$ cat src/shared/adrc_pkg.sv
// Package for the converter register control block: offsets, field layout, resets, types.
// Assumes a single 125 MHz system clock and an AXI4-Lite master holding 32-bit data.
// Contract
// - Each 12-bit result is held in two read-only bytes, high and low.
// - Alignment 0: bits 11..4 in high byte, bits 3..0 in low upper nibble.
// - Alignment 1: bits 11..8 in high lower nibble, bits 7..0 in low byte.
// - Result bit positions without a conversion bit read as zero.
// - Result bytes stay unchanged while the converter is disabled.
// - A conversion starts when software writes start high then low again.
// - Busy rises when a start sequence begins a conversion, falls on completion.
// - Enable must be set before converting; clear enable powers the converter off.
// - Channel codes 0..11 route analog inputs 0..11; codes 12..15 select none.
// - At most one source connects to the converter, chosen by both select fields.
// - A pin selected as converter input loses its digital shared function.
// - A pin selected as converter input has its pull-high disconnected.
// - One bandgap enable bit switches the internal reference on or off.
// - Input select decodes external, supply fractions, amplifier fractions or ground.
// - Selecting an internal signal disconnects the external channel input.
// - Clock field divides by 1,2,4,8,16,32,64,128 for codes 0..7.
// - Reference select: 00 supply, 01 external pin, 1x amplifier output.
package adrc_pkg;

  // Register byte offsets
  localparam logic [7:0] OFF_RESULT_LOW = 8'h00;
  localparam logic [7:0] OFF_RESULT_HIGH = 8'h04;
  localparam logic [7:0] OFF_MAIN_CTRL = 8'h08;
  localparam logic [7:0] OFF_INPUT_CLOCK = 8'h0C;
  localparam logic [7:0] OFF_AMP_REF = 8'h10;
  localparam logic [7:0] OFF_BANDGAP = 8'h14;
  localparam logic [7:0] OFF_IRQ_STATUS = 8'h18;
  localparam logic [7:0] OFF_IRQ_ENABLE = 8'h1C;
  localparam logic [7:0] OFF_IRQ_CLEAR = 8'h20;

  // Main control fields
  localparam int MC_START = 7;
  localparam int MC_BUSY = 6;
  localparam int MC_ENABLE = 5;
  localparam int MC_ALIGN = 4;
  localparam int MC_CHAN_LSB = 0;
  // Input/clock select fields
  localparam int IC_INSEL_LSB = 4;
  localparam int IC_CLKDIV_LSB = 0;
  // Writable bit masks
  localparam logic [7:0] MASK_MAIN = 8'hBF;
  localparam logic [7:0] MASK_INPUT_CLOCK = 8'hF7;
  localparam logic [7:0] MASK_AMP_REF = 8'h9F;
  localparam logic [7:0] MASK_BANDGAP = 8'h01;
  localparam logic [7:0] RESET_REG = 8'h00;

  localparam logic [3:0] NUM_CHANNELS = 4'hC;
  localparam logic [1:0] IRQ_BITS_RESET = 2'h0;
  localparam int IRQ_DONE = 0;
  localparam int IRQ_IGNORED = 1;

  // AXI responses
  localparam logic [1:0] RESP_OKAY = 2'h0;
  localparam logic [1:0] RESP_SLVERR = 2'h2;

  typedef enum logic [3:0] {
    SRC_NONE, SRC_EXT, SRC_AVDD, SRC_AVDD_2, SRC_AVDD_4, SRC_AMP, SRC_AMP_2, SRC_AMP_4, SRC_GND
  } adrc_src_t;

  typedef enum logic [1:0] {REF_AVDD, REF_PIN, REF_AMP} adrc_ref_t;

  typedef enum {ST_IDLE, ST_CONVERT} adrc_state_t;

  // Converter core handshake
  typedef struct packed {
    logic powerOn;
    logic startPulse;
    logic convClkEn;
    adrc_src_t source;
    adrc_ref_t reference;
  } adrc_core_ctrl_t;

  typedef struct packed {
    logic done;
    logic [11:0] data;
  } adrc_core_stat_t;

endpackage : adrc_pkg

$ cat src/verilog/adrc_register_control.sv
// Register control and result logic of a 12-bit converter, AXI4-Lite slave.
// Assumes the analog core pulses done with valid data for one clock at end of conversion.
//
// Design decisions made here: the register offsets and the AXI4-Lite register port.
module adrc_register_control (
  input wire logic clk, // System clock
  input wire logic reset, // Async reset, active high
  input wire logic [7:0] s_axi_awaddr, // Write address
  input wire logic s_axi_awvalid, // Write address valid
  output logic s_axi_awready, // Write address ready
  input wire logic [31:0] s_axi_wdata, // Write data
  input wire logic [3:0] s_axi_wstrb, // Write strobes
  input wire logic s_axi_wvalid, // Write data valid
  output logic s_axi_wready, // Write data ready
  output logic [1:0] s_axi_bresp, // Write response
  output logic s_axi_bvalid, // Write response valid
  input wire logic s_axi_bready, // Write response ready
  input wire logic [7:0] s_axi_araddr, // Read address
  input wire logic s_axi_arvalid, // Read address valid
  output logic s_axi_arready, // Read address ready
  output logic [31:0] s_axi_rdata, // Read data
  output logic [1:0] s_axi_rresp, // Read response
  output logic s_axi_rvalid, // Read data valid
  input wire logic s_axi_rready, // Read data ready
  output adrc_pkg::adrc_core_ctrl_t coreCtrl, // Controls to analog core
  input wire adrc_pkg::adrc_core_stat_t coreStat, // Status from analog core
  output logic [11:0] channelConnect, // One-hot external channel switch
  input wire logic [11:0] pinAnalogSelect, // Pin-sharing analog selection
  output logic [11:0] pinDigitalEnable, // Digital function kept on pin
  input wire logic [11:0] pinPullRequest, // Pull-high requested by port logic
  output logic [11:0] pinPullEnable, // Pull-high actually applied
  output logic ampEnable, // Gain amplifier enable
  output logic ampInputSel, // Amplifier input select
  output logic [1:0] ampGain, // Amplifier gain select
  output logic bandgapEnable, // Bandgap reference enable
  output logic irq // Level interrupt
);

  typedef struct packed {
    logic awHeld;
    logic [7:0] awAddr;
    logic wHeld;
    logic [31:0] wData;
    logic [3:0] wStrb;
    logic bValid;
    logic [1:0] bResp;
    logic rValid;
    logic [31:0] rData;
    logic [1:0] rResp;
    logic [7:0] mainCtrl;
    logic [7:0] inputClock;
    logic [7:0] ampRef;
    logic [7:0] bandgap;
    logic [11:0] result;
    logic [1:0] irqStatus;
    logic [1:0] irqEnable;
    adrc_pkg::adrc_state_t state;
    logic startPulse;
    logic [6:0] divCnt;
    logic convClkEn;
  } adrc_regs_t;

  adrc_regs_t s_q;
  adrc_regs_t s_d;

  // Divider terminal count for the clock field
  function automatic logic [6:0] div_limit(input logic [2:0] code);
    div_limit = 7'((8'h01 << code) - 8'h01);
  endfunction : div_limit

  function automatic adrc_pkg::adrc_src_t decode_source(input logic [3:0] sel);
    case (sel)
      4'h1: decode_source = adrc_pkg::SRC_AVDD;
      4'h2: decode_source = adrc_pkg::SRC_AVDD_2;
      4'h3: decode_source = adrc_pkg::SRC_AVDD_4;
      4'h5: decode_source = adrc_pkg::SRC_AMP;
      4'h6: decode_source = adrc_pkg::SRC_AMP_2;
      4'h7: decode_source = adrc_pkg::SRC_AMP_4;
      4'h8, 4'h9, 4'hA, 4'hB: decode_source = adrc_pkg::SRC_GND;
      default: decode_source = adrc_pkg::SRC_EXT;
    endcase
  endfunction : decode_source

  function automatic logic [31:0] read_mux(input adrc_regs_t s, input logic [7:0] addr);
    logic [7:0] v;
    v = 8'h00;
    case (addr)
      adrc_pkg::OFF_RESULT_LOW: v = s.mainCtrl[adrc_pkg::MC_ALIGN] ? s.result[7:0]
                                     : {s.result[3:0], 4'h0};
      adrc_pkg::OFF_RESULT_HIGH: v = s.mainCtrl[adrc_pkg::MC_ALIGN] ? {4'h0, s.result[11:8]}
                                      : s.result[11:4];
      adrc_pkg::OFF_MAIN_CTRL: v = s.mainCtrl;
      adrc_pkg::OFF_INPUT_CLOCK: v = s.inputClock;
      adrc_pkg::OFF_AMP_REF: v = s.ampRef;
      adrc_pkg::OFF_BANDGAP: v = s.bandgap;
      adrc_pkg::OFF_IRQ_STATUS: v = {6'h00, s.irqStatus};
      adrc_pkg::OFF_IRQ_ENABLE: v = {6'h00, s.irqEnable};
      default: v = 8'h00;
    endcase
    read_mux = {24'h000000, v};
  endfunction : read_mux

  function automatic logic known_addr(input logic [7:0] addr);
    known_addr = (addr[1:0] == 2'h0) && (addr <= adrc_pkg::OFF_IRQ_CLEAR);
  endfunction : known_addr

  logic doWrite;
  logic [7:0] wByte;
  logic startSeq;
  logic [3:0] chanSel;
  adrc_pkg::adrc_src_t srcSel;

  assign doWrite = s_q.awHeld && s_q.wHeld && !s_q.bValid;
  assign wByte = s_q.wData[7:0];
  assign chanSel = s_q.mainCtrl[3:0];
  assign srcSel = decode_source(s_q.inputClock[7:4]);

  // Start bit written low while it was high: the high-then-low sequence
  assign startSeq = doWrite && s_q.wStrb[0] && (s_q.awAddr == adrc_pkg::OFF_MAIN_CTRL)
                    && s_q.mainCtrl[adrc_pkg::MC_START] && !wByte[adrc_pkg::MC_START];

  ////////////////////////////////////////////////////////////////////////////////
  always_comb begin
    s_d = s_q;
    s_d.startPulse = 1'b0;
    // Bus channels
    if (s_axi_awvalid && !s_q.awHeld) begin
      s_d.awHeld = 1'b1;
      s_d.awAddr = s_axi_awaddr;
    end
    if (s_axi_wvalid && !s_q.wHeld) begin
      s_d.wHeld = 1'b1;
      s_d.wData = s_axi_wdata;
      s_d.wStrb = s_axi_wstrb;
    end
    if (s_q.bValid && s_axi_bready) begin
      s_d.bValid = 1'b0;
    end
    if (doWrite) begin
      s_d.awHeld = 1'b0;
      s_d.wHeld = 1'b0;
      s_d.bValid = 1'b1;
      s_d.bResp = known_addr(s_q.awAddr) ? adrc_pkg::RESP_OKAY : adrc_pkg::RESP_SLVERR;
      if (s_q.wStrb[0]) begin
        case (s_q.awAddr)
          adrc_pkg::OFF_MAIN_CTRL: s_d.mainCtrl = (wByte & adrc_pkg::MASK_MAIN)
                                   | (s_q.mainCtrl & ~adrc_pkg::MASK_MAIN);
          adrc_pkg::OFF_INPUT_CLOCK: s_d.inputClock = wByte & adrc_pkg::MASK_INPUT_CLOCK;
          adrc_pkg::OFF_AMP_REF: s_d.ampRef = wByte & adrc_pkg::MASK_AMP_REF;
          adrc_pkg::OFF_BANDGAP: s_d.bandgap = wByte & adrc_pkg::MASK_BANDGAP;
          adrc_pkg::OFF_IRQ_ENABLE: s_d.irqEnable = wByte[1:0];
          adrc_pkg::OFF_IRQ_CLEAR: s_d.irqStatus = s_q.irqStatus & ~wByte[1:0];
          default: s_d.rResp = s_q.rResp;
        endcase
      end
    end
    if (s_q.rValid && s_axi_rready) begin
      s_d.rValid = 1'b0;
    end
    if (s_axi_arvalid && !s_q.rValid) begin
      s_d.rValid = 1'b1;
      s_d.rData = read_mux(s_q, s_axi_araddr);
      s_d.rResp = known_addr(s_axi_araddr) ? adrc_pkg::RESP_OKAY : adrc_pkg::RESP_SLVERR;
    end

    // Conversion clock divider runs only while converting
    s_d.convClkEn = 1'b0;
    if (s_q.state == adrc_pkg::ST_CONVERT) begin
      if (s_q.divCnt >= div_limit(s_q.inputClock[2:0])) begin
        s_d.divCnt = 7'h00;
        s_d.convClkEn = 1'b1;
      end else begin
        s_d.divCnt = s_q.divCnt + 7'h01;
      end
    end else begin
      s_d.divCnt = 7'h00;
    end

    // Conversion sequencing
    case (s_q.state)
      adrc_pkg::ST_IDLE: begin
        if (startSeq) begin
          // A start write that also clears enable must not launch a conversion
          if (s_q.mainCtrl[adrc_pkg::MC_ENABLE] && wByte[adrc_pkg::MC_ENABLE]) begin
            s_d.state = adrc_pkg::ST_CONVERT;
            s_d.startPulse = 1'b1;
            s_d.mainCtrl[adrc_pkg::MC_BUSY] = 1'b1;
          end else begin
            s_d.irqStatus[adrc_pkg::IRQ_IGNORED] = 1'b1;
          end
        end
      end
      adrc_pkg::ST_CONVERT: begin
        if (startSeq) begin
          s_d.irqStatus[adrc_pkg::IRQ_IGNORED] = 1'b1;
        end
        if (!s_q.mainCtrl[adrc_pkg::MC_ENABLE]) begin
          // Disabled mid-conversion: abort, result kept
          s_d.state = adrc_pkg::ST_IDLE;
          s_d.mainCtrl[adrc_pkg::MC_BUSY] = 1'b0;
        end else if (coreStat.done) begin
          s_d.result = coreStat.data;
          s_d.mainCtrl[adrc_pkg::MC_BUSY] = 1'b0;
          s_d.state = adrc_pkg::ST_IDLE;
          s_d.irqStatus[adrc_pkg::IRQ_DONE] = 1'b1;
        end
      end
      default: s_d.state = adrc_pkg::ST_IDLE;
    endcase
  end

  always_ff @(posedge clk or posedge reset) begin
    if (reset) begin
      s_q <= '0;
    end else begin
      s_q <= s_d;
    end
  end

  ////////////////////////////////////////////////////////////////////////////////
  // Analog routing
  genvar gi;
  generate
    for (gi = 0; gi < 12; gi++) begin : g_pin
      assign channelConnect[gi] = s_q.mainCtrl[adrc_pkg::MC_ENABLE] && (srcSel == adrc_pkg::SRC_EXT)
                                  && (chanSel == 4'(gi));
      assign pinDigitalEnable[gi] = !pinAnalogSelect[gi];
      assign pinPullEnable[gi] = pinPullRequest[gi] && !pinAnalogSelect[gi];
    end
  endgenerate

  always_comb begin
    coreCtrl.powerOn = s_q.mainCtrl[adrc_pkg::MC_ENABLE];
    coreCtrl.startPulse = s_q.startPulse;
    coreCtrl.convClkEn = s_q.convClkEn;
    if (!s_q.mainCtrl[adrc_pkg::MC_ENABLE]) begin
      coreCtrl.source = adrc_pkg::SRC_NONE;
    end else if (srcSel == adrc_pkg::SRC_EXT && chanSel >= adrc_pkg::NUM_CHANNELS) begin
      coreCtrl.source = adrc_pkg::SRC_NONE;
    end else begin
      coreCtrl.source = srcSel;
    end
    case (s_q.ampRef[3:2])
      2'h0: coreCtrl.reference = adrc_pkg::REF_AVDD;
      2'h1: coreCtrl.reference = adrc_pkg::REF_PIN;
      default: coreCtrl.reference = adrc_pkg::REF_AMP;
    endcase
  end

  assign ampEnable = s_q.ampRef[7];
  assign ampInputSel = s_q.ampRef[4];
  assign ampGain = s_q.ampRef[1:0];
  assign bandgapEnable = s_q.bandgap[0];
  assign irq = |(s_q.irqStatus & s_q.irqEnable);

  assign s_axi_awready = !s_q.awHeld;
  assign s_axi_wready = !s_q.wHeld;
  assign s_axi_bvalid = s_q.bValid;
  assign s_axi_bresp = s_q.bResp;
  assign s_axi_arready = !s_q.rValid;
  assign s_axi_rvalid = s_q.rValid;
  assign s_axi_rdata = s_q.rData;
  assign s_axi_rresp = s_q.rResp;

endmodule : adrc_register_control
$ cat config.mk
export PLATFORM = sky130hd
export DESIGN_NAME = adrc_register_control
export DESIGN_NICKNAME = d
export VERILOG_FILES = /design/src/shared/adrc_pkg.sv /design/src/verilog/adrc_register_control.sv
export SDC_FILE = /design/constraint.sdc
export NUM_CORES = 1
export LEC_CHECK = 0
export ABC_CLOCK_PERIOD_IN_PS = 8100
export BUFFER_PORTS_ARGS = -buffer_cell sky130_fd_sc_hd__buf_2
export CAP_MARGIN = 20
export CELL_PAD_IN_SITES_DETAIL_PLACEMENT = 0
export CELL_PAD_IN_SITES_GLOBAL_PLACEMENT = 1
export CORE_ASPECT_RATIO = 1.5
export CORE_UTILIZATION = 39
export DETAILED_ROUTE_END_ITERATION = 16
export GPL_TIMING_DRIVEN = 0
export PLACE_DENSITY_LB_ADDON = 0.2
export SLEW_MARGIN = 20
export SYNTH_ARGS = -nofsm -noshare
export SYNTH_HDL_FRONTEND = slang
export SYNTH_SLANG_ARGS = --single-unit
$ cat constraint.sdc
create_clock -name clk -period 8.1 [get_ports clk]
set_input_delay 1.62 -clock clk [delete_from_list [all_inputs] [get_ports clk]]
set_output_delay 1.62 -clock clk [all_outputs]
set_load 0.01 [all_outputs]
### Word-level counts from Yosys, hierarchy flattened

Memories as Yosys holds them, arrays and structs flattened.
Index checks and enable logic that the tools add are counted.

* add/sub/neg operators: 2
* magnitude comparators: 4
* equal/unequal tests: 31
* shift-type cells: 1
* mux-type cells: 48
* bitwise gates (word level): 4
* reductions and logical operators: 75

Operators with widths (count)
* 2-to-1 mux 32 bit: 3
* 2-to-1 mux 33 bit: 2
* case mux 32 bit (2 select lines): 1
* case mux 8 bit (8 select lines): 1
* == test 8 x 5 -> 1 bit (second input constant): 7
* logical AND 1 bit: 40
* 2-to-1 mux 8 bit: 5
* 2-to-1 mux 37 bit: 1
* 2-to-1 mux 35 bit: 1
* 2-to-1 mux 34 bit: 1
* == test 32 x 1 -> 1 bit (second input constant): 1
* == test 32 x 2 -> 1 bit (second input constant): 1
* == test 8 x 4 -> 1 bit (second input constant): 4
* logical NOT 32 bit: 1
* AND reduction 3 bit: 7
* 2-to-1 mux 1 bit: 18
* logical NOT 1 bit: 17
* == test 4 x 3 -> 1 bit (second input constant): 4
* == test 4 bit (second input constant): 4
* less-or-equal comparator 8 x 6 -> 1 bit (second input constant): 2
* 2-to-1 mux 4 bit: 4
* 2-to-1 mux 7 bit: 2
* 2-to-1 mux 9 bit: 1
* == test 4 x 1 -> 1 bit (second input constant): 2
* other kinds (23): 35

* register bits: 139
* memory bits (read-only): 64
* input port bits: 96
* logic and storage cells: 188
* memories kept: 1

Memory list
* (no name shown): depth 16, width 4, rd ports 1, clocked after memory_dff 0, wr ports 0, line adrc_register_control.sv:72 `case (sel)`

### Longest topological paths before layout

Gate-level depths: netlist (run 1).

* depth in word-level cells: 8
* depth in mapped cells: 12
* depth with buffers taken out: 12

### Worst setup path before layout (run 1)

OpenSTA, ideal clock, no wires.

* path kind: register to output
* start: reg s_q[77] (netlist name)
* end: out channelConnect[0]
* data arrival time: 1.979 ns
* required time: 6.480 ns
* setup slack: 4.501 ns
* cell stages (with the launch flop): 8
* path buffers: 0
* path through: dfrtp_1 -> inv_1 -> ha_1 -> nor3_1 -> a311o_1 -> o211a_1 -> or3b_2 -> nor3_1

* longest elaborated chain between the ends: 4

Ends and longest elaborated chain
* start, declared: line adrc_register_control.sv:63 `adrc_regs_t s_q;`
* start signal, assigned: line adrc_register_control.sv:214 `s_q <= '0;`
* start signal, assigned: line adrc_register_control.sv:216 `s_q <= s_d;`
* memory (16 x 4 bit)
* == test 4 x 1 -> 1 bit: line adrc_register_control.sv:225 `assign channelConnect[gi] = s_q.mainCtrl[adrc_pkg::MC_ENABLE] && (srcSel == adrc_pkg::SRC_EXT)`
* logical AND 1 bit: line adrc_register_control.sv:225
* logical AND 1 bit: line adrc_register_control.sv:226 `&& (chanSel == 4'(gi));`
* end, declared: line adrc_register_control.sv:27 `output logic [11:0] channelConnect,`

No other way between the ends.

### Worst setup path after layout (run 1)

* start: reg s_q[78] (netlist name)
* end: out channelConnect[0]

Same word-level chain as after synthesis.

==> metrics.json, run 1 <==
{
  "timing": {
    "finalHoldViolCount": 0,
    "setup-violations-final": 0,
    "holdWs_ns": 0.478,
    "maximum_achievable_frequency_mhz": 235,
    "layout_setup_ws_ns": 3.84,
    "final_period_minus_worst_setup_slack_ns": 4.26,
    "worst_slew_pin_slew_ns": 0.710,
    "slew-limit-headroom_pct": 52.3,
    "fin_worst_skew_ns": 0.00850,
    "share_of_the_clock_period_used_by_the_worst_path_pct": 52.6,
    "timing.final.max_slew_violations": 0,
    "final.setup.tns_ns": 0,
    "unrepaired_setup_endpoints_after_global_routing": "false"
  },
  "clock_network": {
    "tritoncts_clock_tree": "built",
    "clock_sinks": 79,
    "h-tree-depth": 3,
    "cts_buffers": 9,
    "post_cts.repair.setup_buffers": 0,
    "clk_root_buffer_cell": "clkbuf_16",
    "worstSkewPairLatency_ns": 0.34,
    "clk_transition_reported_paths_ns": 0.06,
    "postCtsHoldBufs": 0,
    "postCtsResizedCells": 0,
    "clock_tree.buffer_depth": 2
  },
  "logic_synthesis": {
    "synth_warnings": 0,
    "postSynthRegisterBits": 79,
    "synth_top_area_share_pct": 43.6,
    "top_cell_type_by_total_area_after_synthesis": "dfrtp_1",
    "synth_mux_area_share_pct": 13.7,
    "synth_top_family_by_area": "simple AND/OR/NAND/NOR gates",
    "post_synth_and_or_nand_nor_area_fraction_pct": 16.3,
    "avgSynthCellArea_sq_um": 9.85,
    "ys_top_cells_by_area": "dfrtp_1 (44%), mux2_2 (12%), buf_4 (6.8%)",
    "synth_edf_count": 0,
    "synthAdderAreaFrac_pct": 3.31,
    "synth_cell_types": 53,
    "synth_xor_area_share_pct": 1.16,
    "post_synth_inst_count": 460,
    "synth.cells.most_frequent": "dfrtp_1 (79), mux2_2 (49), buf_4 (41)",
    "synth_ff_type": "dfrtp_1",
    "post-synth-top-count-cell": "dfrtp_1",
    "synth_async_sr_flop_share_pct": 100,
    "synth_compound_gate_area_share_pct": 10.6,
    "fraction_of_the_yosys_area_taken_by_sequential_cells_pct": 43.6,
    "synth_area_sq_um": 4530
  },
  "worst_setup_path": {
    "cpLargestDelayFamily": "simple AND/OR/NAND/NOR gates",
    "worstPathArrival_ns": 2.64,
    "worst_path_largest_cell_delay_ns": 0.50,
    "timing.critical_path.required_ns": 6.48,
    "path_class": "flip-flop to output pin",
    "worst_setup_path_end_kind": "output pin",
    "crit_slowest_cell": "or3b_2",
    "cp-start-kind": "flip-flop",
    "worst_path_maximum_fanout": 5,
    "cp_num_buf_inv": 2,
    "cp_common_cell": "nor3_1",
    "timing.critical_path.cells": "inv_1 -> ha_1 -> nor3_1 -> a311o_1 -> o211a_1 -> or3b_2 -> nor3_1 -> buf_2"
  },
  "global_routing": {
    "maximum_number_of_pins_on_one_net_before_global_route_repair": 59,
    "globalRouteOverflowTotal": 0,
    "initial_antenna_violation_count": 0,
    "globalRouteTotalUtil_pct": 19.0,
    "grt_pass1_wl_microns": 18100,
    "grt_pass1_vias": 3582
  },
  "floorplanning": {
    "floorplan.die.height_microns": 134,
    "design.core.area_sq_um": 11200,
    "initial_utilization_pct": 40.6,
    "die_width_microns": 90.0,
    "dieArea_sq_um": 12100,
    "num_rows": 47,
    "io-pin-count": 188
  },
  "layout": {
    "postLayoutCellArea_sq_um": 5790,
    "num-nets-final": 736,
    "area.growth.synth_to_final_pct": 27.6,
    "layoutNonFillerInstCount": 780,
    "postLayoutCoreUtil_pct": 51.8,
    "n_antenna_cell": 0,
    "post_route_cells_drive_above_1_share_pct": 39.3
  },
  "detailed_routing": {
    "routed_wl_microns": 11300,
    "postRouteAntennaNets": 0,
    "drc": 0,
    "drt-wirelength-per-cell_microns": 14.4,
    "vias_per_cell": 4.83,
    "route.vias.total": 3765,
    "drtPass1Iterations": 4,
    "drt_first_iter_violations": 176
  },
  "placed_design": {
    "dp_cells": 764,
    "place_area_sq_um": 5500,
    "routabilityCongestion": 0.873,
    "detailedPlace.worstSlack_ns": 4.22,
    "numPortBuffers": 131,
    "dpl.hpwl_microns": 8890
  },
  "pwr": {
    "power_per_cell_area_nw_per_um2": 218,
    "total_power_mw": 1.26,
    "power.leakage_nw": 2.94,
    "vdd.ir_drop.worst_mv": 0.140
  },
  "worst_hold_path": {
    "holdCritPathClass": "flip-flop to flip-flop"
  },
  "job": {
    "drv.max_cap_violation_count": 0
  },
  "run_status": {
    "outcome": "finished clean"
  }
}
-- area by class of cell --
cell class                      instances  area, sq um
Timing Repair Buffer                  132          683
Buffer                                 64          398
Multi-Input combinational cell        313         2140
Tap cell                              147          184
Sequential cell                        79         1980
Clock buffer                           10          239
Fill cell                            1105         5390
Inverter                               29          111
Clock inverter                          6         50.0
-- cell usage in the layout, fill, tap and decap left out, types with 3 or more instances in the layout --
cell | netlist | routed
nand3_1 | 11 | 11
o21ai_0 | 22 | 22
nor3_1 | 13 | 13
nor2_1 | 34 | 34
xor2_1 | 3 | 3
mux2_2 | 49 | 49
mux2i_1 | 7 | 7
a21oi_1 | 13 | 13
a22oi_1 | 4 | 4
ha_1 | 12 | 12
buf_1 | 4 | 4
buf_2 | 3 | 134
clkbuf_1 | 16 | 16
nor2b_1 | 20 | 20
nand2b_1 | 4 | 4
nand4_1 | 6 | 6
a22o_1 | 3 | 3
buf_4 | 41 | 41
xnor2_1 | 3 | 3
nand3b_1 | 3 | 3
conb_1 | 1 | 26
a31oi_1 | 4 | 4
clkbuf_16 | 0 | 9
o211ai_1 | 3 | 3
inv_6 | 0 | 3
nand2_1 | 33 | 33
dfrtp_1 | 79 | 79
or3_1 | 3 | 3
a21o_1 | 5 | 5
inv_1 | 29 | 28
-- layer usage --
| layer | part of all wire, % | wire length, microns | track usage, % |
|---|---|---|---|
| met5 | 0 | 0 | 0 |
| met4 | 3.0 | 339 | 8.51 |
| met3 | 5.0 | 562 | 4.25 |
| met2 | 55 | 6170 | 35.3 |
| met1 | 37 | 4190 | 20.5 |
-- worst paths after layout --
check | from | end | slack [ns] | depth (start not counted)
hold / removal | s_q[1] | s_q[1] | 0.48 | 1
setup / recovery | s_q[78] | channelConnect[0] | 3.84 | 8
max in group asynchronous | reset | s_q[136] | 6.29 | 3
hold reg to reg | s_q[1] | s_q[1] | 0.48 | 1
min in group asynchronous | reset | s_q[166] | 1.24 | 2
setup reg to reg | s_q[73] | s_q[5] | 5.17 | 12
-- where the power goes --
part           switching, mW  internal, mW  leakage, nW
logic                  0.174         0.157         1.76
registers             0.0690         0.464         1.04
clock network          0.175         0.220        0.136
total                  0.419         0.841         2.94
-- sequential cells by signal, summed over array words and instances (netlist names) --
signal         count
s_q               55
s_axi_rdata        8
chanSel            4
coreCtrl           3
ampGain            2
ampEnable          1
ampInputSel        1
bandgapEnable      1
s_axi_bresp        1
s_axi_bvalid       1
s_axi_rresp        1
s_axi_rvalid       1
-- logic make-up after synthesis --
family                   count (synthesis)
flip-flops                              79
XOR/XNOR                                 6
adder cells (fa/ha/maj)                 12
AO/OA/AOI/OAI                           72
AND/OR/NAND/NOR                        141
multiplexers                            56
other                                    1
buffers and inverters                   93
No activity file was read; power rests on OpenSTA's default activity.
==> run 2: changes to the inputs <==
--- a/config.mk
+++ b/config.mk
@@ -5,13 +5,13 @@
 export SDC_FILE = /design/constraint.sdc
 export NUM_CORES = 1
 export LEC_CHECK = 0
-export ABC_CLOCK_PERIOD_IN_PS = 8100
+export ABC_CLOCK_PERIOD_IN_PS = 4050
 export BUFFER_PORTS_ARGS = -buffer_cell sky130_fd_sc_hd__buf_2
 export CAP_MARGIN = 20
 export CELL_PAD_IN_SITES_DETAIL_PLACEMENT = 0
 export CELL_PAD_IN_SITES_GLOBAL_PLACEMENT = 1
 export CORE_ASPECT_RATIO = 1.5
-export CORE_UTILIZATION = 39
+export CORE_UTILIZATION = 36
 export DETAILED_ROUTE_END_ITERATION = 16
 export GPL_TIMING_DRIVEN = 0
 export PLACE_DENSITY_LB_ADDON = 0.2
==> constraint.sdc (replaced) <==
create_clock -name clk -period 4.05 [get_ports clk]
set_input_delay 0.81 -clock clk [delete_from_list [all_inputs] [get_ports clk]]
set_output_delay 0.81 -clock clk [all_outputs]
set_load 0.01 [all_outputs]
==> metrics.json, run 2 (synthesized netlist as in run 1, its figures left out) <==
{
  "placed_design": {
    "numPortBuffers": {"value": 131, "change": "unchanged"},
    "dpl.hpwl": {"value": 9030, "unit": "microns", "change": "+1.6%"},
    "routabilityCongestion": {"value": 0.812, "change": "-6.9%"}
  },
  "detailed_routing": {
    "drt_first_iter_violations": {"value": 112, "change": "-36%"},
    "drt-wirelength-per-cell": {"value": 14.7, "unit": "microns", "change": "+1.7%"},
    "postRouteAntennaNets": {"value": 0, "change": "unchanged"},
    "routed_wl": {"value": 11500, "unit": "microns", "change": "+2.4%"},
    "vias_per_cell": {"value": 4.77, "change": "-1.3%"},
    "route.vias.total": {"value": 3746, "change": "-0.50%"},
    "drtPass1Iterations": {"value": 4, "change": "unchanged"},
    "drc": {"value": 0, "change": "unchanged"}
  },
  "global_routing": {
    "maximum_number_of_pins_on_one_net_before_global_route_repair": {"value": 52, "change": "-12%"},
    "initial_antenna_violation_count": {"value": 0, "change": "unchanged"},
    "grt_pass1_vias": {"value": 3762, "change": "+5.0%"},
    "grt_pass1_wl": {"value": 18600, "unit": "microns", "change": "+2.8%"},
    "globalRouteTotalUtil": {"value": 18.6, "unit": "%", "change": "-0.45 points"},
    "globalRouteOverflowTotal": {"value": 0, "change": "unchanged"}
  },
  "floorplanning": {
    "floorplan.die.height": {"value": 139, "unit": "microns", "change": "+4.0%"},
    "io-pin-count": {"value": 188, "change": "unchanged"},
    "dieArea": {"value": 13100, "unit": "sq um", "change": "+8.2%"},
    "initial_utilization": {"value": 37.3, "unit": "%", "change": "-3.2 points"},
    "num_rows": {"value": 49, "change": "+4.3%"},
    "die_width": {"value": 93.6, "unit": "microns", "change": "+4.0%"},
    "design.core.area": {"value": 12100, "unit": "sq um", "change": "+8.6%"}
  },
  "worst_setup_path": {
    "worst_setup_path_end_kind": "output pin",
    "path_class": "flip-flop to output pin",
    "timing.critical_path.required": {"value": 3.24, "unit": "ns", "change": "-3.24 ns"},
    "reg2regPathDepth": {"value": 12, "change": "unchanged"},
    "worst_path_maximum_fanout": {"value": 5, "change": "unchanged"},
    "cp-start-kind": "flip-flop",
    "worstPathArrival": {"value": 2.59, "unit": "ns", "change": "-0.05 ns"}
  },
  "worst_hold_path": {
    "holdCritPathClass": "primary input to async pin"
  },
  "timing": {
    "slew-limit-headroom": {"value": 53.8, "unit": "%", "change": "+1.5 points"},
    "worst_slew_pin_slew": {"value": 0.688, "unit": "ns", "change": "-0.0217 ns"},
    "fin_worst_skew": {"value": 0.00591, "unit": "ns", "change": "-0.00258 ns"},
    "maximum_achievable_frequency_mhz": 294,
    "final.setup.tns": {"value": 0, "unit": "ns", "change": "unchanged"},
    "timing.final.max_slew_violations": {"value": 0, "change": "unchanged"},
    "final_period_minus_worst_setup_slack_ns": 3.40,
    "setup-violations-final": {"value": 0, "change": "unchanged"},
    "finalHoldViolCount": {"value": 0, "change": "unchanged"},
    "share_of_the_clock_period_used_by_the_worst_path_pct": 84.1,
    "unrepaired_setup_endpoints_after_global_routing": "false"
  },
  "pwr": {
    "power.leakage": {"value": 2.94, "unit": "nW", "change": "about the same"},
    "power.switching_fraction": {"value": 32.1, "unit": "%", "change": "-1.1 points"},
    "power_frac_comb": {"value": 26.0, "unit": "%", "change": "-0.3 points"},
    "power_per_cell_area": {"value": 441, "unit": "nW/um^2", "change": "+100%"},
    "internal_power_component": {"value": 1.74, "unit": "mW", "change": "+110%"},
    "seqPwrFrac": {"value": 41.8, "unit": "%", "change": "-0.5 points"},
    "power.clock.fraction": {"value": 32.2, "unit": "%", "change": "+0.8 points"},
    "vdd.ir_drop.worst": {"value": 0.366, "unit": "mV", "change": "+160%"},
    "p_switching": {"value": 0.822, "unit": "mW", "change": "+96%"}
  },
  "clock_network": {
    "clock_sinks": {"value": 79, "change": "unchanged"},
    "clk_transition_reported_paths": {"value": 0.06, "unit": "ns", "change": "about the same"},
    "post_cts.repair.setup_buffers": {"value": 0, "change": "unchanged"},
    "postCtsResizedCells": {"value": 0, "change": "unchanged"},
    "worstSkewPairLatency": {"value": 0.34, "unit": "ns", "change": "about the same"},
    "postCtsHoldBufs": {"value": 0, "change": "unchanged"},
    "tritoncts_clock_tree": "built",
    "h-tree-depth": {"value": 3, "change": "unchanged"},
    "clk_root_buffer_cell": "clkbuf_16",
    "cts_buffers": {"value": 9, "change": "unchanged"},
    "clock_tree.buffer_depth": {"value": 2, "change": "unchanged"}
  },
  "layout": {
    "layout_commonest_cell": "buf_2",
    "largest_register_ffs": {"value": 55, "change": "unchanged"},
    "postLayoutCoreUtil": {"value": 47.8, "unit": "%", "change": "-4.0 points"},
    "area.growth.synth_to_final_pct": 28.0,
    "layout.cells.most_common_list": "buf_2 (134), dfrtp_1 (79), mux2_2 (49), buf_4 (41), nor2_1 (34)",
    "n_antenna_cell": {"value": 0, "change": "unchanged"},
    "top_register": "s_q",
    "post_route_cells_drive_above_1_share": {"value": 39.2, "unit": "%", "change": "-0.16 points"},
    "num-nets-final": {"value": 736, "change": "unchanged"}
  },
  "run_status": {
    "outcome": "finished clean"
  },
  "job": {
    "drv.max_cap_violation_count": {"value": 0, "change": "unchanged"}
  }
}
[run 2: cell types whose count changed in the layout (fill, tap and decap cells not counted), sizes merged]
| cell | before | now |
|---|---|---|
| bufinv | 0 | 1 |
| clkbuf | 26 | 27 |
| inv | 32 | 29 |
| clkinvlp | 2 | 3 |
[run 2: per-layer routing]
metal | vias up | routed length (microns) | track usage, %
met3 | 14 | 525 | 3.39
met2 | 110 | 6530 | 36.6
met1 | 1757 | 4280 | 18.9
li1 | 1865 | - | -
met4 | 0 | 205 | 6.56
met5 | - | 0 | 0
[run 2: power groups by stage]
stage / clock, mW / sequential [mW] / combinational (mW)
2_1_floorplan: 0 / 1.04 / 0.481
3_3_place_gp: 0 / 1.08 / 0.646
3_5_place_dp: 0 / 1.09 / 0.668
4_1_cts: 0.844 / 1.07 / 0.674
5_1_grt: 0.875 / 1.09 / 0.742
6_report: 0.824 / 1.07 / 0.666
[run 2: worst paths after layout]
path / slack (ns) / endpoint / from
max in group asynchronous: 3.01 / s_q[52] / reset
min in group clk: 0.47 / s_q[1] / s_q[1]
min reg2reg: 0.47 / s_q[1] / s_q[1]
min: 0.46 / s_q[167] / reset
max reg2reg: 1.07 / s_q[6] / s_q[73]
max: 0.65 / channelConnect[0] / s_q[78]
[run 2: cell type report]
cell class              count  area [sq um]
plain buffers              64           398
clock buffers              11           243
clock inverters             5          57.6
fillers                  1196          6330
inverters                  29           111
multi-input cells         313          2140
flip-flops and latches     79          1980
well taps                 153           191
repair buffers            132           683
[run 2: per-stage QoR]
step                      area, sq um  worst slack, ns  power [mW]  hold WS [ns]  cells
after floorplan                  4630             1.22        1.52         0.446    485
after global placement           5470            0.238        1.73         0.470    769
after detailed placement         5500            0.982        1.75         0.470    770
after CTS                        5800            0.601        2.59         0.473    786
after global routing             5800            0.489        2.71         0.487    786
final                            5800            0.645        2.56         0.464    786
[run 2: critical path: stages, from the launching register on]
cell	delay (ns)
dfrtp_1	0.42
inv_1	0.10
ha_1	0.30
nor3_1	0.19
a311o_1	0.20
o211a_1	0.25
or3b_2	0.50
nor3_1	0.14
buf_2	0.16
==> run 3: changes to the inputs <==
--- a/config.mk
+++ b/config.mk
@@ -5,7 +5,7 @@
 export SDC_FILE = /design/constraint.sdc
 export NUM_CORES = 1
 export LEC_CHECK = 0
-export ABC_CLOCK_PERIOD_IN_PS = 4050
+export ABC_CLOCK_PERIOD_IN_PS = 3400
 export BUFFER_PORTS_ARGS = -buffer_cell sky130_fd_sc_hd__buf_2
 export CAP_MARGIN = 20
 export CELL_PAD_IN_SITES_DETAIL_PLACEMENT = 0
==> constraint.sdc (replaced) <==
create_clock -name clk -period 3.4 [get_ports clk]
set_input_delay 0.68 -clock clk [delete_from_list [all_inputs] [get_ports clk]]
set_output_delay 0.68 -clock clk [all_outputs]
set_load 0.01 [all_outputs]
==> metrics.json, run 3 (synthesized netlist as in run 1, its figures left out) <==
{
  "run_status": {
    "outcome": "finished clean"
  },
  "global_routing": {
    "initial_antenna_violation_count": {"value": 0, "change": "unchanged"},
    "grt_pass1_wl": {"value": 18600, "unit": "microns", "change": "unchanged"},
    "globalRouteOverflowTotal": {"value": 0, "change": "unchanged"},
    "maximum_number_of_pins_on_one_net_before_global_route_repair": {"value": 52, "change": "unchanged"},
    "globalRouteTotalUtil": {"value": 18.6, "unit": "%", "change": "unchanged"},
    "grt_pass1_vias": {"value": 3762, "change": "unchanged"}
  },
  "timing": {
    "finalHoldViolCount": {"value": 0, "change": "unchanged"},
    "final_period_minus_worst_setup_slack_ns": 3.28,
    "fin_worst_skew": {"value": 0.00587, "unit": "ns", "change": "-0.0000491 ns"},
    "layout_setup_ws": {"value": 0.123, "unit": "ns", "change": "-0.522 ns"},
    "share_of_the_clock_period_used_by_the_worst_path_pct": 96.4,
    "setup-violations-final": {"value": 0, "change": "unchanged"},
    "maximum_achievable_frequency_mhz": 305,
    "slew-limit-headroom": {"value": 54.4, "unit": "%", "change": "+0.64 points"},
    "final.setup.tns": {"value": 0, "unit": "ns", "change": "unchanged"},
    "unrepaired_setup_endpoints_after_global_routing": "false",
    "timing.final.max_slew_violations": {"value": 0, "change": "unchanged"},
    "worst_slew_pin_slew": {"value": 0.678, "unit": "ns", "change": "-0.00946 ns"}
  },
  "layout": {
    "fillers": {"value": 1194, "change": "-0.17%"},
    "layout_commonest_cell": "buf_2",
    "top_register": "s_q",
    "n_antenna_cell": {"value": 0, "change": "unchanged"},
    "layout.area.seq": {"value": 1980, "unit": "sq um", "change": "unchanged"},
    "area.growth.synth_to_final_pct": 28.4,
    "multi_input_area": {"value": 2140, "unit": "sq um", "change": "unchanged"},
    "largest_register_ffs": {"value": 55, "change": "unchanged"},
    "layoutNonFillerInstCount": {"value": 788, "change": "+0.25%"},
    "layout.cells.most_common_list": "buf_2 (134), dfrtp_1 (79), mux2_2 (49), buf_4 (43), nor2_1 (34)",
    "post_route_cells_drive_above_1_share": {"value": 39.4, "unit": "%", "change": "+0.19 points"},
    "num-nets-final": {"value": 738, "change": "+0.27%"}
  },
  "pwr": {
    "power.leakage": {"value": 2.95, "unit": "nW", "change": "+0.37%"},
    "total_power": {"value": 3.06, "unit": "mW", "change": "+19%"},
    "power_per_cell_area": {"value": 525, "unit": "nW/um^2", "change": "+19%"},
    "vdd.ir_drop.worst": {"value": 0.436, "unit": "mV", "change": "+19%"}
  },
  "floorplanning": {
    "design.core.area": {"value": 12100, "unit": "sq um", "change": "unchanged"},
    "dieArea": {"value": 13100, "unit": "sq um", "change": "unchanged"},
    "initial_utilization": {"value": 37.3, "unit": "%", "change": "unchanged"},
    "die_width": {"value": 93.6, "unit": "microns", "change": "unchanged"},
    "num_rows": {"value": 49, "change": "unchanged"},
    "floorplan.die.height": {"value": 139, "unit": "microns", "change": "unchanged"},
    "io-pin-count": {"value": 188, "change": "unchanged"}
  },
  "clock_network": {
    "clock_tree.buffer_depth": {"value": 2, "change": "unchanged"},
    "clk_root_buffer_cell": "clkbuf_16",
    "cts_buffers": {"value": 9, "change": "unchanged"},
    "h-tree-depth": {"value": 3, "change": "unchanged"},
    "clk_transition_reported_paths": {"value": 0.06, "unit": "ns", "change": "about the same"},
    "tritoncts_clock_tree": "built",
    "clock_sinks": {"value": 79, "change": "unchanged"},
    "postCtsResizedCells": {"value": 0, "change": "unchanged"},
    "worstSkewPairLatency": {"value": 0.34, "unit": "ns", "change": "about the same"}
  },
  "detailed_routing": {
    "drt-wirelength-per-cell": {"value": 14.7, "unit": "microns", "change": "+0.25%"},
    "routed_wl": {"value": 11600, "unit": "microns", "change": "+0.50%"},
    "vias_per_cell": {"value": 4.76, "change": "about the same"},
    "drc": {"value": 0, "change": "unchanged"},
    "postRouteAntennaNets": {"value": 0, "change": "unchanged"},
    "route.vias.total": {"value": 3753, "change": "+0.19%"},
    "drt_first_iter_violations": {"value": 106, "change": "-5.4%"},
    "drtPass1Iterations": {"value": 4, "change": "unchanged"}
  },
  "placed_design": {
    "routabilityCongestion": {"value": 0.812, "change": "unchanged"},
    "dpl.hpwl": {"value": 9030, "unit": "microns", "change": "unchanged"},
    "detailedPlace.worstSlack": {"value": 0.457, "unit": "ns", "change": "-0.526 ns"},
    "dp_cells": {"value": 770, "change": "unchanged"},
    "numPortBuffers": {"value": 131, "change": "unchanged"}
  },
  "worst_setup_path": {
    "path_class": "flip-flop to output pin",
    "worstPathArrival": {"value": 2.60, "unit": "ns", "change": "about the same"},
    "rrSetupSlack": {"value": 0.42, "unit": "ns", "change": "-0.65 ns"},
    "r2r-start": "s_q[73]",
    "worst_path_maximum_fanout": {"value": 4, "change": "-1"},
    "cp-start-kind": "flip-flop",
    "reg2regPathDepth": {"value": 12, "change": "unchanged"},
    "timing.critical_path.required": {"value": 2.72, "unit": "ns", "change": "-0.52 ns"},
    "worst_setup_path_end_kind": "output pin",
    "worstReg2RegEnd": "s_q[6]"
  },
  "worst_hold_path": {
    "holdCritPathClass": "primary input to async pin"
  },
  "job": {
    "drv.max_cap_violation_count": {"value": 0, "change": "unchanged"}
  }
}
-- run 3: cell types whose count changed in the layout (fill, tap and decap cells not counted) --
| cell | before | now |
|---|---|---|
| buf_4 | 41 | 43 |
-- run 3: metrics by stage --
stage	instance area [sq um]	hold slack, ns	utilization, %
floorplan	4630	0.446	-
global placement	5470	0.470	45.1
detailed placement	5500	0.470	45.3
CTS	5800	0.343	47.8
global route	5820	0.357	47.9
finish	5820	0.334	47.9
-- run 3: layout make-up --
class / instances / area share (%)
repair buffers: 134 / 12.0
clock buffers: 11 / 4.17
multi-input cells: 313 / 36.8
clock inverters: 5 / 0.989
flip-flops and latches: 79 / 34.0
inverters: 29 / 1.91
well taps: 153 / 3.29
plain buffers: 64 / 6.84
-- run 3: layer usage --
| metal | vias to the layer above | GRT usage [%] | share of wire, % |
|---|---|---|---|
| li1 | 1868 | - | - |
| met1 | 1765 | 18.9 | 37 |
| met2 | 106 | 36.6 | 57 |
| met3 | 14 | 3.39 | 4.5 |
| met4 | 0 | 6.56 | 1.7 |
| met5 | - | 0 | 0 |
-- run 3: critical path, cell delays in order (launching register included) --
cell	delay [ns]
dfrtp_1	0.41
inv_1	0.09
ha_1	0.32
nor3_1	0.20
a311o_1	0.21
o211a_1	0.24
or3b_2	0.50
nor3_1	0.14
buf_2	0.16
-- run 3: timing repair --
action,in CTS,in global routing
setup buffers,0,2
setup endpoints to repair,0,1
hold buffers,0,0
-- run 3: how the worst max path moves through the flow --
stage,from,endpoint,slack (ns),depth (start not counted)
after detailed placement,s_q[73],s_q[5],0.46,12
after global routing,s_q[77],channelConnect[0],0.007,8
after floorplan,reset,ampEnable,0.70,1
after CTS,s_q[78],channelConnect[0],0.08,8
after global placement,reset,s_axi_rdata[5],-0.28,2
final,s_q[77],channelConnect[0],0.12,8
-- run 3: report_power, final --
part           total [mW]  internal (mW)  switching (mW)
registers            1.27           1.11           0.165
logic               0.800          0.378           0.422
clock network       0.984          0.588           0.396
